<file path="src/hw/ssx_pkg.sv">
// Constants, register map and carrier types of the subtract/swap/xor datapath.
// Assumes a single 100 MHz clock and an Avalon-MM slave port for software.
package ssx_pkg;

    // ----------------------------------------------------------------
    // Widths
    // ----------------------------------------------------------------
    localparam int DATA_W  = 8;
    localparam int FADDR_W = 7;
    localparam int FILE_N  = 128;
    localparam int BUS_W   = 32;
    localparam int ADDR_W  = 5;
    localparam int DIR_N   = 3;

    // ----------------------------------------------------------------
    // Register byte offsets
    // ----------------------------------------------------------------
    localparam logic [ADDR_W-1:0] OFF_CMD       = 5'h00;
    localparam logic [ADDR_W-1:0] OFF_ACC       = 5'h04;
    localparam logic [ADDR_W-1:0] OFF_STATUS    = 5'h08;
    localparam logic [ADDR_W-1:0] OFF_DIR_A     = 5'h0C;
    localparam logic [ADDR_W-1:0] OFF_DIR_B     = 5'h10;
    localparam logic [ADDR_W-1:0] OFF_DIR_C     = 5'h14;
    localparam logic [ADDR_W-1:0] OFF_FILE_PTR  = 5'h18;
    localparam logic [ADDR_W-1:0] OFF_FILE_DATA = 5'h1C;

    // ----------------------------------------------------------------
    // Status field positions
    // ----------------------------------------------------------------
    localparam int ST_CARRY = 0;
    localparam int ST_DIGIT = 1;
    localparam int ST_ZERO  = 2;
    localparam int ST_BAD   = 3;

    // ----------------------------------------------------------------
    // Reset values
    // ----------------------------------------------------------------
    localparam logic [DATA_W-1:0]  ACC_RST  = 8'h00;
    localparam logic [DATA_W-1:0]  DIR_RST  = 8'hFF;
    localparam logic [DATA_W-1:0]  FILE_RST = 8'h00;
    localparam logic [FADDR_W-1:0] PTR_RST  = 7'h00;
    localparam logic [23:0]        CMD_RST  = 24'h00_0000;

    // ----------------------------------------------------------------
    // Operand values
    // ----------------------------------------------------------------
    localparam logic [FADDR_W-1:0] SEL_DIR_A = 7'h05;
    localparam logic [FADDR_W-1:0] SEL_DIR_C = 7'h07;
    localparam logic               DEST_ACC  = 1'b0;

    // ----------------------------------------------------------------
    // Operation codes
    // ----------------------------------------------------------------
    typedef enum logic [2:0] {
        OP_NONE               = 3'h0,
        OP_SUB_ACC_FROM_FILE  = 3'h1,
        OP_SUB_WITH_BORROW    = 3'h2,
        OP_NIBBLE_SWAP_FILE   = 3'h3,
        OP_LOAD_DIRECTION_REG = 3'h4,
        OP_XOR_LITERAL_ACC    = 3'h5,
        OP_XOR_ACC_FILE       = 3'h6
    } ssx_op_t;

    // ----------------------------------------------------------------
    // Carriers
    // ----------------------------------------------------------------
    typedef struct packed {
        logic [7:0]         k;
        logic [4:0]         spare;
        logic [FADDR_W-1:0] f;
        logic               dest;
        ssx_op_t            op;
    } ssx_cmd_t;

    typedef struct packed {
        logic zero;
        logic digit_carry_flag;
        logic carry;
    } ssx_flags_t;

    typedef struct packed {
        logic [DATA_W-1:0] result;
        ssx_flags_t        flags;
        logic              upd_carry;
        logic              upd_zero;
        logic              to_acc;
        logic              to_file;
        logic              to_dir;
        logic              bad;
    } ssx_alu_t;

endpackage

</file>
<file path="src/hw/ssx_alu.sv">
// Combinational result and flag computation for one operation.
// Assumes the caller commits the outputs at a single clock edge.
`timescale 1ns/10ps
module ssx_alu (
    // Operation
    input  ssx_pkg::ssx_cmd_t         cmd,
    // Operands
    input  wire logic [7:0]           acc,
    input  wire logic [7:0]           file_val,
    input  ssx_pkg::ssx_flags_t       flags_in,
    // Result
    output ssx_pkg::ssx_alu_t         alu_out
);
    import ssx_pkg::*;

    logic [8:0] sum;
    logic [4:0] low_sum;
    logic [7:0] sub_a;
    logic [7:0] sub_b;
    logic       cin;
    logic       to_dest;

    // ----------------------------------------------------------------
    // Subtractor shared by both subtract operations
    // ----------------------------------------------------------------
    always_comb begin
        if (cmd.op == OP_SUB_WITH_BORROW) begin
            sub_a = acc;                                          // RL4
            sub_b = file_val;
            cin   = flags_in.carry;
        end else begin
            sub_a = file_val;                                     // RL1
            sub_b = acc;
            cin   = 1'b1;
        end
        sum     = {1'b0, sub_a} + {1'b0, ~sub_b} + {8'h00, cin};
        low_sum = {1'b0, sub_a[3:0]} + {1'b0, ~sub_b[3:0]} + {4'h0, cin};
    end

    // ----------------------------------------------------------------
    // Operation select
    // ----------------------------------------------------------------
    always_comb begin
        to_dest                        = (cmd.dest == DEST_ACC);
        alu_out                        = '0;
        alu_out.flags                  = flags_in;
        alu_out.flags.carry            = sum[8];                  // RL2
        alu_out.flags.digit_carry_flag = low_sum[4];              // RL2
        case (cmd.op)
            OP_SUB_ACC_FROM_FILE, OP_SUB_WITH_BORROW: begin
                alu_out.result    = sum[7:0];
                alu_out.upd_carry = 1'b1;
                alu_out.upd_zero  = 1'b1;
                alu_out.to_acc    = to_dest;                      // RL3
                alu_out.to_file   = !to_dest;                     // RL3
            end
            OP_NIBBLE_SWAP_FILE: begin
                alu_out.result  = {file_val[3:0], file_val[7:4]}; // RL5
                alu_out.to_acc  = to_dest;                        // RL3
                alu_out.to_file = !to_dest;
            end
            OP_LOAD_DIRECTION_REG: begin
                alu_out.result = acc;                             // RL6
                alu_out.to_dir = (cmd.f >= SEL_DIR_A) && (cmd.f <= SEL_DIR_C);
                alu_out.bad    = !alu_out.to_dir;
            end
            OP_XOR_LITERAL_ACC: begin
                alu_out.result   = acc ^ cmd.k;                   // RL7
                alu_out.upd_zero = 1'b1;
                alu_out.to_acc   = 1'b1;
            end
            OP_XOR_ACC_FILE: begin
                alu_out.result   = acc ^ file_val;                // RL8
                alu_out.upd_zero = 1'b1;
                alu_out.to_acc   = to_dest;                       // RL3
                alu_out.to_file  = !to_dest;
            end
            OP_NONE: begin
                alu_out.result = acc;
            end
            default: begin
                alu_out.result = acc;
                alu_out.bad    = 1'b1;
            end
        endcase
        alu_out.flags.zero = (alu_out.result == 8'h00);           // RL9
        if (!alu_out.upd_carry) begin
            alu_out.flags.carry            = flags_in.carry;
            alu_out.flags.digit_carry_flag = flags_in.digit_carry_flag;
        end
        if (!alu_out.upd_zero) begin
            alu_out.flags.zero = flags_in.zero;
        end
    end

endmodule // ssx_alu

</file>
<file path="src/hw/ssx_datapath.sv">
// Subtract, swap, xor and direction-load datapath with its register file.
// Assumes an Avalon-MM master with waitrequest; one clock, async reset.
//
// What this block does
// RL1: File minus accumulator, operand 0 to 127
// RL2: Carry and digit carry mean no borrow
// RL3: Destination bit 0 accumulator, 1 file register
// RL4: Borrow subtract: accumulator minus file minus borrow
// RL5: Swap file nibbles, flags unchanged
// RL6: Operand 5,6,7 loads port A,B,C direction
// RL7: Literal xor into accumulator, zero flag only
// RL8: File xor to destination, zero flag only
// RL9: Zero flag set when result is zero
// RL10: Result and flags commit in one cycle
`timescale 1ns/10ps
module ssx_datapath (
    // Clock and reset
    input  wire logic                          ref_clk,
    input  wire logic                          reset,
    // Avalon-MM slave
    input  wire logic [ssx_pkg::ADDR_W-1:0]    avs_address,
    input  wire logic                          avs_read,
    input  wire logic                          avs_write,
    input  wire logic [ssx_pkg::BUS_W-1:0]     avs_writedata,
    input  wire logic [3:0]                    avs_byteenable,
    output logic      [ssx_pkg::BUS_W-1:0]     avs_readdata,
    output logic                               avs_waitrequest,
    // Port direction registers
    output logic      [ssx_pkg::DATA_W-1:0]    port_a_direction,
    output logic      [ssx_pkg::DATA_W-1:0]    port_b_direction,
    output logic      [ssx_pkg::DATA_W-1:0]    port_c_direction,
    // Datapath state
    output logic      [ssx_pkg::DATA_W-1:0]    acc_out,
    output ssx_pkg::ssx_flags_t                flags_out
);
    import ssx_pkg::*;

    // ----------------------------------------------------------------
    // Byte lane merge
    // ----------------------------------------------------------------
    function automatic logic [BUS_W-1:0] merge_be(
        input logic [BUS_W-1:0] old_val,
        input logic [BUS_W-1:0] new_val,
        input logic [3:0]       be
    );
        logic [BUS_W-1:0] res;
        res = old_val;
        for (int i = 0; i < 4; i++) begin
            if (be[i]) begin
                res[i*8 +: 8] = new_val[i*8 +: 8];
            end
        end
        return res;
    endfunction

    // ----------------------------------------------------------------
    // State
    // ----------------------------------------------------------------
    logic [DATA_W-1:0]  acc;
    logic [DATA_W-1:0]  next_acc;
    ssx_flags_t         flags;
    ssx_flags_t         next_flags;
    logic               bad;
    logic               next_bad;
    logic [DATA_W-1:0]  dir_reg [DIR_N];
    logic [DATA_W-1:0]  next_dir_reg [DIR_N];
    logic [DATA_W-1:0]  file_mem [FILE_N];
    logic [DATA_W-1:0]  next_file_mem [FILE_N];
    logic [FADDR_W-1:0] ptr;
    logic [FADDR_W-1:0] next_ptr;
    ssx_cmd_t           cmd_last;
    ssx_cmd_t           next_cmd_last;
    logic               wait_q;
    logic               next_wait_q;
    logic [BUS_W-1:0]   rdata;
    logic [BUS_W-1:0]   next_rdata;

    // ----------------------------------------------------------------
    // Bus decode and execution
    // ----------------------------------------------------------------
    logic               req;
    logic               commit;
    logic               wr_commit;
    ssx_cmd_t           cmd_in;
    logic [DATA_W-1:0]  file_val;
    ssx_alu_t           alu_res;
    logic [BUS_W-1:0]   cmd_merged;

    assign req        = avs_read || avs_write;
    assign commit     = req && !wait_q;
    assign wr_commit  = commit && avs_write;
    assign cmd_merged = merge_be({8'h00, cmd_last}, avs_writedata, avs_byteenable);
    assign cmd_in     = ssx_cmd_t'(cmd_merged[23:0]);
    assign file_val   = file_mem[cmd_in.f];

    ssx_alu u_alu (
        .cmd      (cmd_in),
        .acc      (acc),
        .file_val (file_val),
        .flags_in (flags),
        .alu_out  (alu_res)
    );

    // ----------------------------------------------------------------
    // Handshake and read data
    // ----------------------------------------------------------------
    always_comb begin
        next_wait_q = !(req && wait_q);
        next_rdata  = rdata;
        if (req && wait_q) begin
            case (avs_address)
                OFF_CMD:       next_rdata = {8'h00, cmd_last};
                OFF_ACC:       next_rdata = {24'h00_0000, acc};
                OFF_STATUS:    next_rdata = {28'h000_0000, bad, flags};
                OFF_DIR_A:     next_rdata = {24'h00_0000, dir_reg[0]};
                OFF_DIR_B:     next_rdata = {24'h00_0000, dir_reg[1]};
                OFF_DIR_C:     next_rdata = {24'h00_0000, dir_reg[2]};
                OFF_FILE_PTR:  next_rdata = {25'h000_0000, ptr};
                OFF_FILE_DATA: next_rdata = {24'h00_0000, file_mem[ptr]};
                default:       next_rdata = 32'h0000_0000;
            endcase
        end
    end

    always_ff @(posedge ref_clk or posedge reset) begin
        if (reset) begin
            wait_q <= 1'b1;
            rdata  <= 32'h0000_0000;
        end else begin
            wait_q <= next_wait_q;
            rdata  <= next_rdata;
        end
    end

    // ----------------------------------------------------------------
    // Accumulator, flags, pointer and command
    // ----------------------------------------------------------------
    always_comb begin
        next_acc      = acc;
        next_flags    = flags;
        next_bad      = bad;
        next_ptr      = ptr;
        next_cmd_last = cmd_last;
        if (wr_commit && avs_byteenable[0]) begin
            case (avs_address)
                OFF_ACC:      next_acc = avs_writedata[7:0];
                OFF_STATUS: begin
                    next_flags.carry            = avs_writedata[ST_CARRY];
                    next_flags.digit_carry_flag = avs_writedata[ST_DIGIT];
                    next_flags.zero             = avs_writedata[ST_ZERO];
                    next_bad                    = avs_writedata[ST_BAD];
                end
                OFF_FILE_PTR: next_ptr = avs_writedata[FADDR_W-1:0];
                default:      next_ptr = ptr;
            endcase
        end
        if (wr_commit && avs_address == OFF_CMD) begin
            next_cmd_last = cmd_in;
            if (alu_res.to_acc) begin
                next_acc = alu_res.result;                        // RL10
            end
            next_flags = alu_res.flags;                           // RL10
            if (alu_res.bad) begin
                next_bad = 1'b1;
            end
        end
    end

    always_ff @(posedge ref_clk or posedge reset) begin
        if (reset) begin
            acc      <= ACC_RST;
            flags    <= '0;
            bad      <= 1'b0;
            ptr      <= PTR_RST;
            cmd_last <= ssx_cmd_t'(CMD_RST);
        end else begin
            acc      <= next_acc;
            flags    <= next_flags;
            bad      <= next_bad;
            ptr      <= next_ptr;
            cmd_last <= next_cmd_last;
        end
    end

    // ----------------------------------------------------------------
    // Direction registers
    // ----------------------------------------------------------------
    for (genvar d = 0; d < DIR_N; d++) begin : g_dir
        localparam logic [FADDR_W-1:0] SEL = FADDR_W'(SEL_DIR_A + d);
        localparam logic [ADDR_W-1:0]  OFF = ADDR_W'(OFF_DIR_A + 4 * d);

        always_comb begin
            next_dir_reg[d] = dir_reg[d];
            if (wr_commit && avs_address == OFF && avs_byteenable[0]) begin
                next_dir_reg[d] = avs_writedata[7:0];
            end
            if (wr_commit && avs_address == OFF_CMD && alu_res.to_dir && cmd_in.f == SEL) begin
                next_dir_reg[d] = alu_res.result;                 // RL6
            end
        end

        always_ff @(posedge ref_clk or posedge reset) begin
            if (reset) begin
                dir_reg[d] <= DIR_RST;
            end else begin
                dir_reg[d] <= next_dir_reg[d];
            end
        end
    end

    // ----------------------------------------------------------------
    // File register array
    // ----------------------------------------------------------------
    always_comb begin
        for (int i = 0; i < FILE_N; i++) begin
            next_file_mem[i] = file_mem[i];
        end
        if (wr_commit && avs_address == OFF_FILE_DATA && avs_byteenable[0]) begin
            next_file_mem[ptr] = avs_writedata[7:0];
        end
        if (wr_commit && avs_address == OFF_CMD && alu_res.to_file) begin
            next_file_mem[cmd_in.f] = alu_res.result;             // RL3
        end
    end

    always_ff @(posedge ref_clk or posedge reset) begin
        if (reset) begin
            for (int i = 0; i < FILE_N; i++) begin
                file_mem[i] <= FILE_RST;
            end
        end else begin
            for (int i = 0; i < FILE_N; i++) begin
                file_mem[i] <= next_file_mem[i];
            end
        end
    end

    // ----------------------------------------------------------------
    // Outputs
    // ----------------------------------------------------------------
    assign avs_readdata     = rdata;
    assign avs_waitrequest  = wait_q;
    assign port_a_direction = dir_reg[0];
    assign port_b_direction = dir_reg[1];
    assign port_c_direction = dir_reg[2];
    assign acc_out          = acc;
    assign flags_out        = flags;

endmodule // ssx_datapath

</file>
<file path="config.mk">
export PLATFORM = sky130hd
export DESIGN_NAME = ssx_datapath
export DESIGN_NICKNAME = d
export VERILOG_FILES = /design/src/hw/ssx_pkg.sv /design/src/hw/ssx_alu.sv /design/src/hw/ssx_datapath.sv
export SDC_FILE = /design/constraint.sdc
export NUM_CORES = 2
export LEC_CHECK = 0
export BUFFER_PORTS_ARGS = -buffer_cell sky130_fd_sc_hd__buf_4
export CAP_MARGIN = 40
export CORE_ASPECT_RATIO = 0.7
export CORE_MARGIN = 2
export CORE_UTILIZATION = 45
export CTS_CLUSTER_SIZE = 25
export DETAILED_ROUTE_END_ITERATION = 8
export PLACE_DENSITY_LB_ADDON = 0.15
export SETUP_SLACK_MARGIN = 0.4
export SLEW_MARGIN = 25
export SYNTH_ARGS = -nofsm -noshare
export SYNTH_HDL_FRONTEND = slang
export SYNTH_HIERARCHICAL = 1
export SYNTH_SLANG_ARGS = --single-unit
export TNS_END_PERCENT = 50
</file>
<file path="constraint.sdc">
create_clock -name ref_clk -period 56.6 [get_ports ref_clk]
set_input_delay 11.32 -clock ref_clk [delete_from_list [all_inputs] [get_ports ref_clk]]
set_output_delay 11.32 -clock ref_clk [all_outputs]
set_load 0.01 [all_outputs]
</file>
==> impl_metrics.py <==
metrics = {
    "outcome": {
        "status": "complete, no violations",
    },
    "die": {
        "die_h_um": 338,
        "fp.coreArea_um2": 158000,
        "placement_rows": 122,
        "io_pins": 113,
        "start_util": 0.453,
        "fp.dieArea_um2": 163000,
        "die_x_um": 481,
    },
    "cts": {
        "cts_inserted_buffers": 117,
        "insertion_delay_ns": 0.79,
        "cts_root_buffer": "clkbuf_16",
        "clock_path_buffers": 3,
        "post_cts_buffers": 0,
        "postCtsHoldBufs": 0,
        "tritoncts": "built",
        "h-tree-depth": 3,
        "clock-sinks": 1116,
        "clkSlewWorstSetupHoldPaths_ns": 0.06,
        "cts_resized": 0,
    },
    "pwr": {
        "p_per_area_nw_per_um2": 28.2,
        "p_int_uw": 1400,
        "ir_worst_vdd_mv": 0.0259,
        "switching_share": 0.373,
        "sequentialPowerShare": 0.369,
        "p_leak_uw": 0.0348,
        "clock_power_share": 0.363,
        "combPwrFrac": 0.268,
        "p_sw_uw": 831,
    },
    "layout": {
        "final_core_util": 0.500,
        "final_layout_size_suffix_gt1_frac": 0.141,
        "fin_cells": 9805,
        "nets": 7647,
        "fillers": 14600,
        "area_growth_syn_to_layout_pct": 10.3,
    },
    "sta": {
        "period_share": 0.346,
        "fin_worst_skew_ns": 0.0278,
        "slew_viol_final": 0,
        "hold_violations": 0,
        "max_freq_mhz": 51.1,
        "finalCriticalPeriod_ns": 19.58,
        "rsz0062_at_grt": "false",
        "relSlewSlack": 0.209,
        "hold_ws_ns": 0.476,
        "finalWorstSetupSlack_ns": 37.02,
        "tightest_slew_ns": 1.19,
        "setup_tns_ns": 0,
        "setup_viol": 0,
    },
    "synthesis": {
        "yosysUniqueCellTypes": 90,
        "synthTopCellsByArea": "dfrtp_1 (38%), mux2i_1 (18%), mux4_2 (8.5%)",
        "ys_seq_elements": 1116,
        "synthesis.area_um2": 71700,
        "synth_edf_count": 0,
        "synth_top_area_cell": "dfrtp_1",
        "syn_avg_cell_area_um2": 9.20,
        "synthFlopType": "dfrtp_1",
        "synth_commonest_cells": "nand2_1 (1609), mux2i_1 (1299), dfrtp_1 (1091)",
        "synth_seq_area_share": 0.390,
        "syn-instance-count": 7792,
        "async_flop_share": 1.00,
        "ys_warn_count": 6,
        "synth_top_area_share": 0.381,
        "synth.most_common_cell": "nand2_1",
    },
    "detailed_routing": {
        "drtAntennaViolNets": 0,
        "avgRoutedWirePerCell_um": 32.2,
        "drt_iter0_markers": 9923,
        "vias": 65000,
        "drt_wl_total_um": 316000,
        "post_drt_via_cell_ratio": 6.62,
        "first_pass_iters": 9,
        "drc": 0,
    },
    "placed_design": {
        "dp_slack_ns": 36.51,
        "portBuffers": 95,
        "dp.cells": 9558,
        "gp_congestion": 0.983,
        "dpl.hpwl_um": 202000,
    },
    "setup_path": {
        "r2r_setup_slack_ns": 47.56,
        "cp_max_fo": 93,
        "reg2reg_from": "cmd_last[4]",
        "worstPathRequired_ns": 57.27,
        "reg2reg_to": "file_mem[676]",
        "rr_worst_depth": 28,
        "critPathSlowestCell": "buf_4",
        "critPathKind": "input port to flop",
        "critical_path_arrival_ns": 20.25,
        "cp-start-kind": "input port",
        "worst_setup_path_end_kind": "flop",
        "crit_path_frequent_cell": "buf_4",
        "critPathMaxStageDelay_ns": 0.74,
    },
    "worst_hold_path": {
        "hold_start": "port_c_direction[4]",
        "hold_end": "port_c_direction[4]",
        "holdCritPathClass": "flop to flop",
        "holdPathStages": 2,
    },
    "grt": {
        "grt_pass1_wl_um": 448000,
        "grt_util_all_layers": 0.379,
        "gr-total-overflow": 0,
        "grt_max_degree": 137,
        "antenna_found_initial": 10,
        "grt_pass1_vias": 60100,
    },
    "run": {
        "maxCapViolCount": 0,
    },
}
critical path: cells and delay by family:
| kind | cells | cell delay, ns |
|---|---|---|
| adders and majority gates | 2 | 0.42 |
| AOI/OAI and AO/OA | 6 | 1.49 |
| buffers and inverters | 9 | 3.68 |
| and+or+nand+nor | 10 | 2.70 |
| muxes | 2 | 0.29 |
how the worst max path moves through the flow:
stage	startpoint	end	slack, ns	cells after the start
detailed placement	avs_writedata[4]	file_mem[143]	36.51	24
floorplan	reset	acc_out[0]	13.90	1
global placement	avs_writedata[4]	file_mem[135]	35.90	25
finish	avs_writedata[4]	file_mem[676]	37.02	29
CTS	avs_writedata[4]	file_mem[135]	37.31	26
global route	avs_writedata[4]	file_mem[556]	36.77	29
cell type report:
class                   count  area (um^2)  area share
diodes                      6         15.0    0.000190
clock buffers             176         3490      0.0441
clock inverters            34          343     0.00433
inverters                  27          124     0.00157
multi-input cells        5965        41000       0.519
flip-flops and latches   1116        28000       0.354
well taps                2108         2640      0.0333
repair buffers            373         3490      0.0441
sequential cells by signal (all words and copies together), names as in the netlist:
| signal | cells |
|---|---|
| avs_readdata | 24 |
| cmd_last | 24 |
| flags_out | 3 |
| avs_waitrequest | 1 |
| ptr | 7 |
| bad | 1 |
| port_b_direction | 8 |
| file_mem | 1024 |
| port_c_direction | 8 |
| port_a_direction | 8 |
| acc_out | 8 |
metal layers:
layer,track usage,up-vias,routed length [um],part of all wire
li1,-,27600,-,-
met1,0.530,32000,128000,0.41
met2,0.510,4479,126000,0.40
met3,0.159,820,46800,0.15
met4,0.159,12,15200,0.048
met5,0,-,80,0.00025
cells in the final DEF, fill, tap and decap left out, types with 38 or more instances in the layout:
| cell type | n |
|---|---|
| a21oi_1 | 348 |
| a221oi_1 | 71 |
| a22oi_1 | 85 |
| buf_4 | 276 |
| clkbuf_16 | 119 |
| dfrtp_1 | 1087 |
| mux2_2 | 41 |
| mux2i_1 | 1296 |
| mux4_2 | 270 |
| nand2_1 | 1609 |
| nand3_1 | 305 |
| nor2_1 | 387 |
| nor2_2 | 77 |
| nor3_1 | 58 |
| o21ai_0 | 847 |
| o21ai_1 | 89 |
| o221ai_1 | 38 |
| o22ai_1 | 63 |
cells by family after synthesis:
group	count (synthesis)	synth area share
and+or+nand+nor	2627	0.156
xor gates and xnor gates	11	0.00134
muxes	1611	0.273
AOI/OAI and AO/OA	1702	0.136
other	1	0.0000523
DFF	1116	0.390
adders and majority gates	6	0.000925
buffers and inverters	718	0.0431
through the flow:
stage | total power [uW] | area (um^2)
2_1_floorplan | 1150 | 71700
3_3_place_gp | 1380 | 73800
3_5_place_dp | 1400 | 74800
4_1_cts | 2190 | 78700
5_1_grt | 2270 | 79100
6_report | 2230 | 79100
power groups by stage:
stage / Combinational [uW] / Sequential [uW] / Clock [uW]
4_1_cts: 558 / 825 / 811
2_1_floorplan: 315 / 830 / 0
5_1_grt: 601 / 824 / 842
3_3_place_gp: 541 / 839 / 0
6_report: 598 / 823 / 809
3_5_place_dp: 557 / 839 / 0
(Power assumes the default switching activity.)
